[config.mk]
export PLATFORM = sky130hd
export DESIGN_NAME = hbi_host_port
export DESIGN_NICKNAME = d
export VERILOG_FILES = /design/src/hdl/hbi_host_port.v /design/src/hdl/hbi_sync2.v
export VERILOG_INCLUDE_DIRS = /design/src /design/src/hdl
export SDC_FILE = /design/constraint.sdc
export NUM_CORES = 1
export LEC_CHECK = 0
export BUFFER_PORTS_ARGS = -buffer_cell sky130_fd_sc_hd__buf_2
export CAP_MARGIN = 30
export CORE_ASPECT_RATIO = 1.5
export CORE_MARGIN = 8
export CORE_UTILIZATION = 55
export DETAILED_ROUTE_END_ITERATION = 8
export PLACE_DENSITY = 0.8
export SLEW_MARGIN = 20
export SYNTH_ARGS = -nofsm -noshare
export SYNTH_HDL_FRONTEND = slang
export SYNTH_SLANG_ARGS = --single-unit
[constraint.sdc]
create_clock -name sys_clk -period 3.95 [get_ports sys_clk]
set_input_delay 0.1975 -clock sys_clk [delete_from_list [all_inputs] [get_ports sys_clk]]
set_output_delay 0.1975 -clock sys_clk [all_outputs]
set_load 0.01 [all_outputs]
[src/hdl/hbi_map.vh]
// Purpose: register map, field positions and reset values of the host
//          bus interface block
// Assumes: 32-bit register port, byte offsets, one word per register
// Notes:   definitions only; included by bare name
`ifndef HBI_MAP_VH
`define HBI_MAP_VH

// ****************************************************************
// register offsets
// ****************************************************************
`define HBI_OFS_BASE 8'h00
`define HBI_OFS_WAIT 8'h04
`define HBI_OFS_CTRL 8'h08
`define HBI_OFS_IRQ_STAT 8'h0C
`define HBI_OFS_IRQ_MASK 8'h10
`define HBI_OFS_CFG 8'h14
`define HBI_OFS_LATCH 8'h18

// ****************************************************************
// field positions
// ****************************************************************
`define HBI_BASE_MSB 15
`define HBI_BASE_LSB 4
`define HBI_CTRL_BURST 0
`define HBI_IRQ_DONE 0
`define HBI_IRQ_LATCH 1
`define HBI_IRQ_RDRET 2
`define HBI_IRQ_W 3
`define HBI_CFG_SYNC 0
`define HBI_CFG_EEPROM 1
`define HBI_CFG_BURST 2
`define HBI_CFG_VALID 3
`define HBI_LATCH_QUAL 15

// ****************************************************************
// reset values and counts
// ****************************************************************
`define HBI_RST_BASE 16'h0300
`define HBI_RST_WAIT 4'h2
`define HBI_RST_CTRL 1'h0
`define HBI_RST_IRQ 3'h0
`define HBI_STRAP_SETTLE 2'h3

`endif

[src/hdl/hbi_host_port.v]
// Purpose: pin-level host bus interface: ready/wait signalling, cycle
//          qualification, address decode, interrupt and strap capture
// Assumes: bus clock sampled by sys_clk; a host bus clock faster than
//          a quarter of sys_clk cannot be followed
// Notes:   register port answers reads one cycle after the strobe
//
// Operation
// - sync mode: falling sync ready marks ready
// - burst mode: sync ready low during waits
// - irq low while any unmasked status bit set
// - select when qualifier low and address matches
// - select is combinational from pins and the base register
// - async ready held low to stretch cycle
// - mode strap picks synchronous or asynchronous style
// - eeprom used only when its strap high
// - rising address strobe latches address, qualifier
//
// Local design decisions: the address map and the strobed register port.
`timescale 1ns/100ps

module hbi_host_port #(
	parameter WAITW = 4
) (
	input wire sys_clk,
	input wire resetn,
	input wire [7:0] reg_addr,
	input wire [31:0] reg_wdata,
	input wire reg_wr,
	input wire reg_rd,
	output reg [31:0] reg_rdata,
	input wire bus_clk,
	input wire [11:0] host_address_high,
	input wire [2:0] host_address_low,
	input wire address_qualifier_n,
	input wire address_strobe_n,
	input wire read_strobe_n,
	input wire write_strobe_n,
	input wire command_cycle_n,
	input wire write_read_select,
	input wire ready_return_in_n,
	input wire sync_mode_strap,
	input wire eeprom_enable_strap,
	output reg sync_ready_out_n,
	output reg async_ready_out,
	output wire local_device_select_n,
	output wire irq_out_n,
	output wire eeprom_enable,
	output wire sync_mode,
	output wire burst_mode
);
`include "hbi_map.vh"

	localparam S_IDLE = 2'h0;
	localparam S_WAIT = 2'h1;
	localparam S_RDY = 2'h2;
	localparam A_IDLE = 2'h0;
	localparam A_WAIT = 2'h1;
	localparam A_HOLD = 2'h2;

	// address match against the base register
	function match;
		input [11:0] a;
		input [15:0] b;
		begin
			match = (a == b[`HBI_BASE_MSB:`HBI_BASE_LSB]);
		end
	endfunction

	reg [15:0] base_q, latch_q;
	reg [WAITW-1:0] wait_q, scnt_q, acnt_q;
	reg [`HBI_IRQ_W-1:0] irq_stat_q, irq_stat_d, irq_mask_q;
	reg [1:0] settle_q, sst_q, ast_q;
	reg burst_sel_q, strap_sync_q, strap_eep_q, strap_done_q;
	reg bclk_prev_q, as_prev_q;
	reg ev_done_s, ev_done_a, ev_rdret;
	wire [24:0] pins_s;
	wire [14:0] addr_s;
	wire bclk_s, aq_s, as_s, rd_s, wr_s, cyc_s, wrs_s, rr_s;
	wire strap_sync_s, strap_eep_s;
	wire bclk_rise, as_rise, sel_s, start_s, ev_latch;
	wire sync_on, burst_on, async_on;

	// ****************************************************************
	// pin synchronisers
	// ****************************************************************
	hbi_sync2 #(
		.W(25)
	) u_sync (
		.clk(sys_clk),
		.resetn(resetn),
		.din({bus_clk, host_address_high, host_address_low,
			address_qualifier_n, address_strobe_n, read_strobe_n,
			write_strobe_n, command_cycle_n, write_read_select,
			ready_return_in_n, sync_mode_strap, eeprom_enable_strap}),
		.dout(pins_s)
	);

	assign bclk_s = pins_s[24];
	assign addr_s = pins_s[23:9];
	assign aq_s = pins_s[8];
	assign as_s = pins_s[7];
	assign rd_s = pins_s[6];
	assign wr_s = pins_s[5];
	assign cyc_s = pins_s[4];
	assign wrs_s = pins_s[3];
	assign rr_s = pins_s[2];
	assign strap_sync_s = pins_s[1];
	assign strap_eep_s = pins_s[0];

	// ****************************************************************
	// address decode
	// ****************************************************************
	// straight from the pins: a clocked path would add host latency
	assign local_device_select_n = ~(~address_qualifier_n &
		match(host_address_high, base_q));
	// synced copy drives the internal state machines
	assign sel_s = ~aq_s & match(addr_s[14:3], base_q);

	// ****************************************************************
	// strap capture after reset release
	// ****************************************************************
	// waits for the synchronisers to fill before taking the straps
	always @(posedge sys_clk or negedge resetn) begin
		if (!resetn) begin
			settle_q <= 2'h0;
			strap_done_q <= 1'b0;
			strap_sync_q <= 1'b0;
			strap_eep_q <= 1'b0;
		end else if (!strap_done_q) begin
			if (settle_q == `HBI_STRAP_SETTLE) begin
				strap_done_q <= 1'b1;
				strap_sync_q <= strap_sync_s;
				strap_eep_q <= strap_eep_s;
			end else begin
				settle_q <= settle_q + 2'h1;
			end
		end
	end

	// low strap selects synchronous style, high the others
	assign sync_on = strap_done_q & ~strap_sync_q;
	assign burst_on = strap_done_q & strap_sync_q & burst_sel_q;
	assign async_on = strap_done_q & strap_sync_q & ~burst_sel_q;
	assign eeprom_enable = strap_done_q & strap_eep_q;
	assign sync_mode = sync_on;
	assign burst_mode = burst_on;

	// ****************************************************************
	// edge detection and address latch
	// ****************************************************************
	always @(posedge sys_clk or negedge resetn) begin
		if (!resetn) begin
			bclk_prev_q <= 1'b0;
			as_prev_q <= 1'b1;
			latch_q <= 16'h0000;
		end else begin
			bclk_prev_q <= bclk_s;
			as_prev_q <= as_s;
			if (as_rise)
				latch_q <= {aq_s, addr_s};
		end
	end

	assign bclk_rise = bclk_s & ~bclk_prev_q;
	assign as_rise = strap_done_q & as_s & ~as_prev_q; // no reset edge
	assign ev_latch = as_rise;

	// ****************************************************************
	// synchronous and burst ready machine
	// ****************************************************************
	// sync: cycle low starts command phase; burst: address strobe low
	assign start_s = sel_s & (sync_on ? ~cyc_s : (burst_on & ~as_s));

	// state, count and ready change only on a detected bus clock rising edge
	always @(posedge sys_clk or negedge resetn) begin
		if (!resetn) begin
			sst_q <= S_IDLE;
			scnt_q <= {WAITW{1'b0}};
			sync_ready_out_n <= 1'b1;
			ev_done_s <= 1'b0;
			ev_rdret <= 1'b0;
		end else begin
			ev_done_s <= 1'b0;
			ev_rdret <= 1'b0;
			if (bclk_rise) begin
				case (sst_q)
				S_IDLE: begin
					if (start_s) begin
						sst_q <= S_WAIT;
						scnt_q <= wait_q;
						// burst pulls low at once to hold the host
						sync_ready_out_n <= ~burst_on;
					end
				end
				S_WAIT: begin
					if (scnt_q == {WAITW{1'b0}}) begin
						sst_q <= S_RDY;
						// falling edge means ready in sync style
						sync_ready_out_n <= burst_on;
					end else begin
						scnt_q <= scnt_q - {{(WAITW-1){1'b0}}, 1'b1};
					end
				end
				S_RDY: begin
					// sync read flags the host's ready return as an event; cycle high (burst: address strobe high) ends the state
					if (sync_on & ~wrs_s & ~rr_s)
						ev_rdret <= 1'b1;
					if (sync_on ? cyc_s : as_s) begin
						sst_q <= S_IDLE;
						sync_ready_out_n <= 1'b1;
						ev_done_s <= 1'b1;
					end
				end
				default: begin
					sst_q <= S_IDLE;
					sync_ready_out_n <= 1'b1;
				end
				endcase
			end
		end
	end

	// ****************************************************************
	// asynchronous ready machine
	// ****************************************************************
	// counts sys_clk, not any host clock, so wait length is local
	always @(posedge sys_clk or negedge resetn) begin
		if (!resetn) begin
			ast_q <= A_IDLE;
			acnt_q <= {WAITW{1'b0}};
			async_ready_out <= 1'b1;
			ev_done_a <= 1'b0;
		end else begin
			ev_done_a <= 1'b0;
			case (ast_q)
			A_IDLE: begin
				if (async_on & sel_s & (~rd_s | ~wr_s)) begin
					ast_q <= A_WAIT;
					acnt_q <= wait_q;
					async_ready_out <= 1'b0;
				end
			end
			A_WAIT: begin
				if (acnt_q == {WAITW{1'b0}}) begin
					ast_q <= A_HOLD;
					async_ready_out <= 1'b1;
				end else begin
					acnt_q <= acnt_q - {{(WAITW-1){1'b0}}, 1'b1};
				end
			end
			A_HOLD: begin
				// back to idle only once both strobes released
				if (rd_s & wr_s) begin
					ast_q <= A_IDLE;
					ev_done_a <= 1'b1;
				end
			end
			default: begin
				ast_q <= A_IDLE;
				async_ready_out <= 1'b1;
			end
			endcase
		end
	end

	// ****************************************************************
	// interrupt status, read clears, set wins
	// ****************************************************************
	always @* begin
		irq_stat_d = irq_stat_q;
		if (reg_rd && reg_addr == `HBI_OFS_IRQ_STAT)
			irq_stat_d = {`HBI_IRQ_W{1'b0}};
		if (ev_done_s | ev_done_a)
			irq_stat_d[`HBI_IRQ_DONE] = 1'b1;
		if (ev_latch)
			irq_stat_d[`HBI_IRQ_LATCH] = 1'b1;
		if (ev_rdret)
			irq_stat_d[`HBI_IRQ_RDRET] = 1'b1;
	end

	// low while any unmasked status bit stands
	assign irq_out_n = ~|(irq_stat_q & irq_mask_q);

	// ****************************************************************
	// register writes
	// ****************************************************************
	always @(posedge sys_clk or negedge resetn) begin
		if (!resetn) begin
			base_q <= `HBI_RST_BASE;
			wait_q <= `HBI_RST_WAIT;
			burst_sel_q <= `HBI_RST_CTRL;
			irq_mask_q <= `HBI_RST_IRQ;
			irq_stat_q <= `HBI_RST_IRQ;
		end else begin
			irq_stat_q <= irq_stat_d;
			if (reg_wr) begin
				case (reg_addr)
				`HBI_OFS_BASE: base_q <= reg_wdata[15:0];
				`HBI_OFS_WAIT: wait_q <= reg_wdata[WAITW-1:0];
				`HBI_OFS_CTRL: burst_sel_q <= reg_wdata[`HBI_CTRL_BURST];
				`HBI_OFS_IRQ_MASK: irq_mask_q <= reg_wdata[`HBI_IRQ_W-1:0];
				default: ;
				endcase
			end
		end
	end

	// ****************************************************************
	// register reads, one cycle later, zero elsewhere
	// ****************************************************************
	always @(posedge sys_clk or negedge resetn) begin
		if (!resetn) begin
			reg_rdata <= 32'h00000000;
		end else if (reg_rd) begin
			case (reg_addr)
			`HBI_OFS_BASE: reg_rdata <= {16'h0000, base_q};
			`HBI_OFS_WAIT: reg_rdata <= {{(32-WAITW){1'b0}}, wait_q};
			`HBI_OFS_CTRL: reg_rdata <= {31'h00000000, burst_sel_q};
			`HBI_OFS_IRQ_STAT: reg_rdata <= {29'h00000000, irq_stat_q};
			`HBI_OFS_IRQ_MASK: reg_rdata <= {29'h00000000, irq_mask_q};
			`HBI_OFS_CFG: reg_rdata <= {24'h000000, ast_q, sst_q,
				strap_done_q, burst_on, eeprom_enable, sync_on};
			`HBI_OFS_LATCH: reg_rdata <= {16'h0000, latch_q};
			default: reg_rdata <= 32'h00000000;
			endcase
		end else begin
			reg_rdata <= 32'h00000000;
		end
	end

endmodule // hbi_host_port

[src/hdl/hbi_sync2.v]
// Purpose: two-stage synchroniser for a bundle of pin inputs
// Assumes: each bit is an independent level; no bus coherence
// Notes:   the first stage is read only by the second stage
`timescale 1ns/100ps

module hbi_sync2 #(
	parameter W = 1
) (
	input wire clk,
	input wire resetn,
	input wire [W-1:0] din,
	output wire [W-1:0] dout
);

	reg [W-1:0] meta_q;
	reg [W-1:0] sync_q;

	// ****************************************************************
	// two flops, reset to zero
	// ****************************************************************
	always @(posedge clk or negedge resetn) begin
		if (!resetn) begin
			meta_q <= {W{1'b0}};
			sync_q <= {W{1'b0}};
		end else begin
			meta_q <= din;
			sync_q <= meta_q;
		end
	end

	assign dout = sync_q;

endmodule // hbi_sync2

==> metrics.txt <==
die area 13580 um2; worst-case setup slack after placement 1.578 ns; final worst-path setup slack 1.600 ns; final setup TNS 0 ns; DRT antenna net count 0; synthesized flop and latch total 133; total number of yosys warnings 0; average routed wire per standard cell 18.16 um; row count 45; Max Cap Viol 0; Hold Vio Cnt, Final 0; worst min path class primary input to flip-flop; Initial Util 55.47%; fraction of registers with async set or reset after synthesis 100.0%; Max Slew Vio Count 0; maximum VDD drop 0.4586 mV; CTS-repair resized insts 0; hold_ws 0.01069 ns; TritonCTS clock tree done; wire length of the first global-routing pass 20480 um; Synth area leaders sky130_fd_sc_hd__dfrtp_1 (57%), sky130_fd_sc_hd__mux2_2 (8.8%), sky130_fd_sc_hd__dfstp_2 (2.9%); achievable frequency 0.4255 GHz; Post-layout nets 621; maximum number of pins on one net before global-route repair 71; crit start category flip-flop; category of the most critical setup path flip-flop to output pin; min cycle time layout 2.350 ns; period utilisation layout 59.50%; number of instances in the synthesized netlist 440; run status completed; number of distinct library cell variants in the gate-level netlist after synthesis 59; EDFF count, synth 0; final HPWL from detailed placement 8719 um; leakage power 3.170 nW; routed vias/inst 5.619; area share of the leading cell type in the synthesized netlist 57.49%; CTS buffer count 17; commonest register cell after synthesis sky130_fd_sc_hd__dfrtp_1; Remaining DRCs 0; initial antenna violation count 0; TritonRoute pass-1 iters 6; Max clock buf depth 2; number of global-route vias before repair 4192; CTS H-tree depth 4; total number of vias 3815; WL final 12330 um; CTS root buf sky130_fd_sc_hd__clkbuf_16; count of input and output buffers 75; required time reported for the critical path endpoint 3.75 ns; clock net sink count 133; Overall Global Routing Usage 19.11%; setup clock skew after layout 0.009262 ns; DR iter-0 viols 203; fraction of final layout cells sized beyond drive strength 1 29.89%; Setup Viol. Count Final 0; capturing element type of the critical path output pin; die height 138.8 um; number of inserted diodes 0; Pwr Density 492.0 nW/um2; final global-route overflow total 0; Chip Width 97.86 um; clock transition at the register clock pins on the worst setup and hold paths after CTS 0.05 ns; arrival time at the worst endpoint 2.15 ns; sequential fraction of the synthesis area 60.34%; placer congestion estimate 0.9235; Synth Cell Area 5528 um2; post-synthesis to final-layout area growth 23.34%; Core ar. 9966 um2; worst rel slew slack 36.59%; RSZ-0062 raised after global routing no; most frequently used cell type in the post-synthesis netlist sky130_fd_sc_hd__dfrtp_1; cell accounting for the most synthesized area sky130_fd_sc_hd__dfrtp_1; non-filler instance count after layout 679; mean area per synthesized cell 12.56 um2; Worst Tran Pin Value 0.9460 ns; highest fanout seen on the critical path 4; insertion delay to the later sink of the worst-skew pair 0.41 ns; most numerous cell types in the synthesized netlist sky130_fd_sc_hd__dfrtp_1 (127), sky130_fd_sc_hd__mux2_2 (43), sky130_fd_sc_hd__nor2_1 (30); number of I/O pins 108; number of instances in the placed design 620
[metrics by stage]
step / util (%) / total power (W) / area, um2
finish: 68.41 / 0.003355 / 6818
global route: 68.41 / 0.003478 / 6818
CTS: 68.41 / 0.003374 / 6818
detailed placement: 59.77 / 0.001805 / 5957
global placement: 59.77 / 0.001788 / 5957
floorplan: - / 0.001700 / 5584
[timing repair]
| action | 4_1_cts | 5_1_grt |
|---|---|---|
| setup buffers | 0 | 0 |
| hold buffers | 27 | 0 |
| endpoints found under the hold margin | 92 | 0 |
| endpoints found under the setup margin | 0 | 0 |
[power by group]
| group | internal (W) | switching [W] |
|---|---|---|
| clock | 0.000994 | 0.000555 |
| combinational | 0.000143 | 0.000156 |
| sequential | 0.00144 | 0.0000665 |
| total | 0.00258 | 0.000777 |
[final cells by class]
class | count | area (um2)
Clock buffer | 24 | 491.7
Timing Repair Buffer | 106 | 678.2
Inverter | 9 | 33.78
Fill cell | 713 | 3148
Clock inverter | 8 | 98.84
Sequential cell | 133 | 3336
Tap cell | 117 | 146.4
Multi-Input combinational cell | 282 | 2033
[routing by layer]
layer	routed length, um	track usage (%)	vias to the layer above
met1	4810	20.52	1916
met3	541	4.975	17
met4	225	9.406	0
li1	-	-	1759
met5	0	0	-
met2	6755	33.78	123
[worst paths after layout]
| kind | start | endpoint | slack, ns | depth (start not counted) |
|---|---|---|---|---|
| max | base_q[8]$_DFFE_PN1P_ | local_device_select_n | 1.60 | 5 |
| max in group asynchronous | resetn | async_ready_out$_DFFE_PN1P_ | 2.54 | 3 |
| max reg2reg | strap_done_q$_DFF_PN0_ | sync_ready_out_n$_DFFE_PN1P_ | 1.92 | 5 |
| min in group asynchronous | resetn | u_sync.meta_q[2]$_DFF_PN0_ | 0.43 | 2 |
| min | reg_wdata[7] | base_q[7]$_DFFE_PN0P_ | 0.01 | 2 |
| min reg2reg | u_sync.meta_q[20]$_DFF_PN0_ | u_sync.dout[20]$_DFF_PN0_ | 0.34 | 0 |
[sequential cells by signal (all words and copies together), names as in the netlist, 4 cells and up]
name           cells
base_q            16
scnt_q             4
u_sync.meta_q     25
wait_q             4
u_sync.dout       25
reg_rdata         16
acnt_q             4
latch_q           16
[critical path, cell delays in order, from the launching register on]
cell	delay, ns
sky130_fd_sc_hd__dfstp_2	0.57
sky130_fd_sc_hd__xor2_1	0.09
sky130_fd_sc_hd__nor4_1	0.28
sky130_fd_sc_hd__nand4_1	0.13
sky130_fd_sc_hd__or4_1	0.51
sky130_fd_sc_hd__buf_2	0.16
[cell usage in the layout (no fill, tap or decap), drive strengths merged, types with 7 or more instances in the layout]
cell           n
xor2          18
inv            9
dfrtp        127
o21ai          8
nor4           7
nor2          30
buf           79
clkbuf        24
nor3           9
xnor2          9
nor2b          7
conb          16
nand4          8
a22oi         15
nand3         11
mux2          47
dlygate4sd3   27
a21oi         18
nand2         22
[logic make-up after synthesis]
family | Yosys count | synth area share (%)
AO/OA/AOI/OAI | 62 | 7.583
XOR/XNOR | 27 | 4.278
adder cells (fa/ha/maj) | 3 | 0.6791
buffers and inverters | 40 | 3.984
flip-flops | 133 | 60.34
multiplexers | 50 | 10.19
other | 1 | 0.06784
AND/OR/NAND/NOR | 124 | 12.88
(Power assumes the default switching activity.)
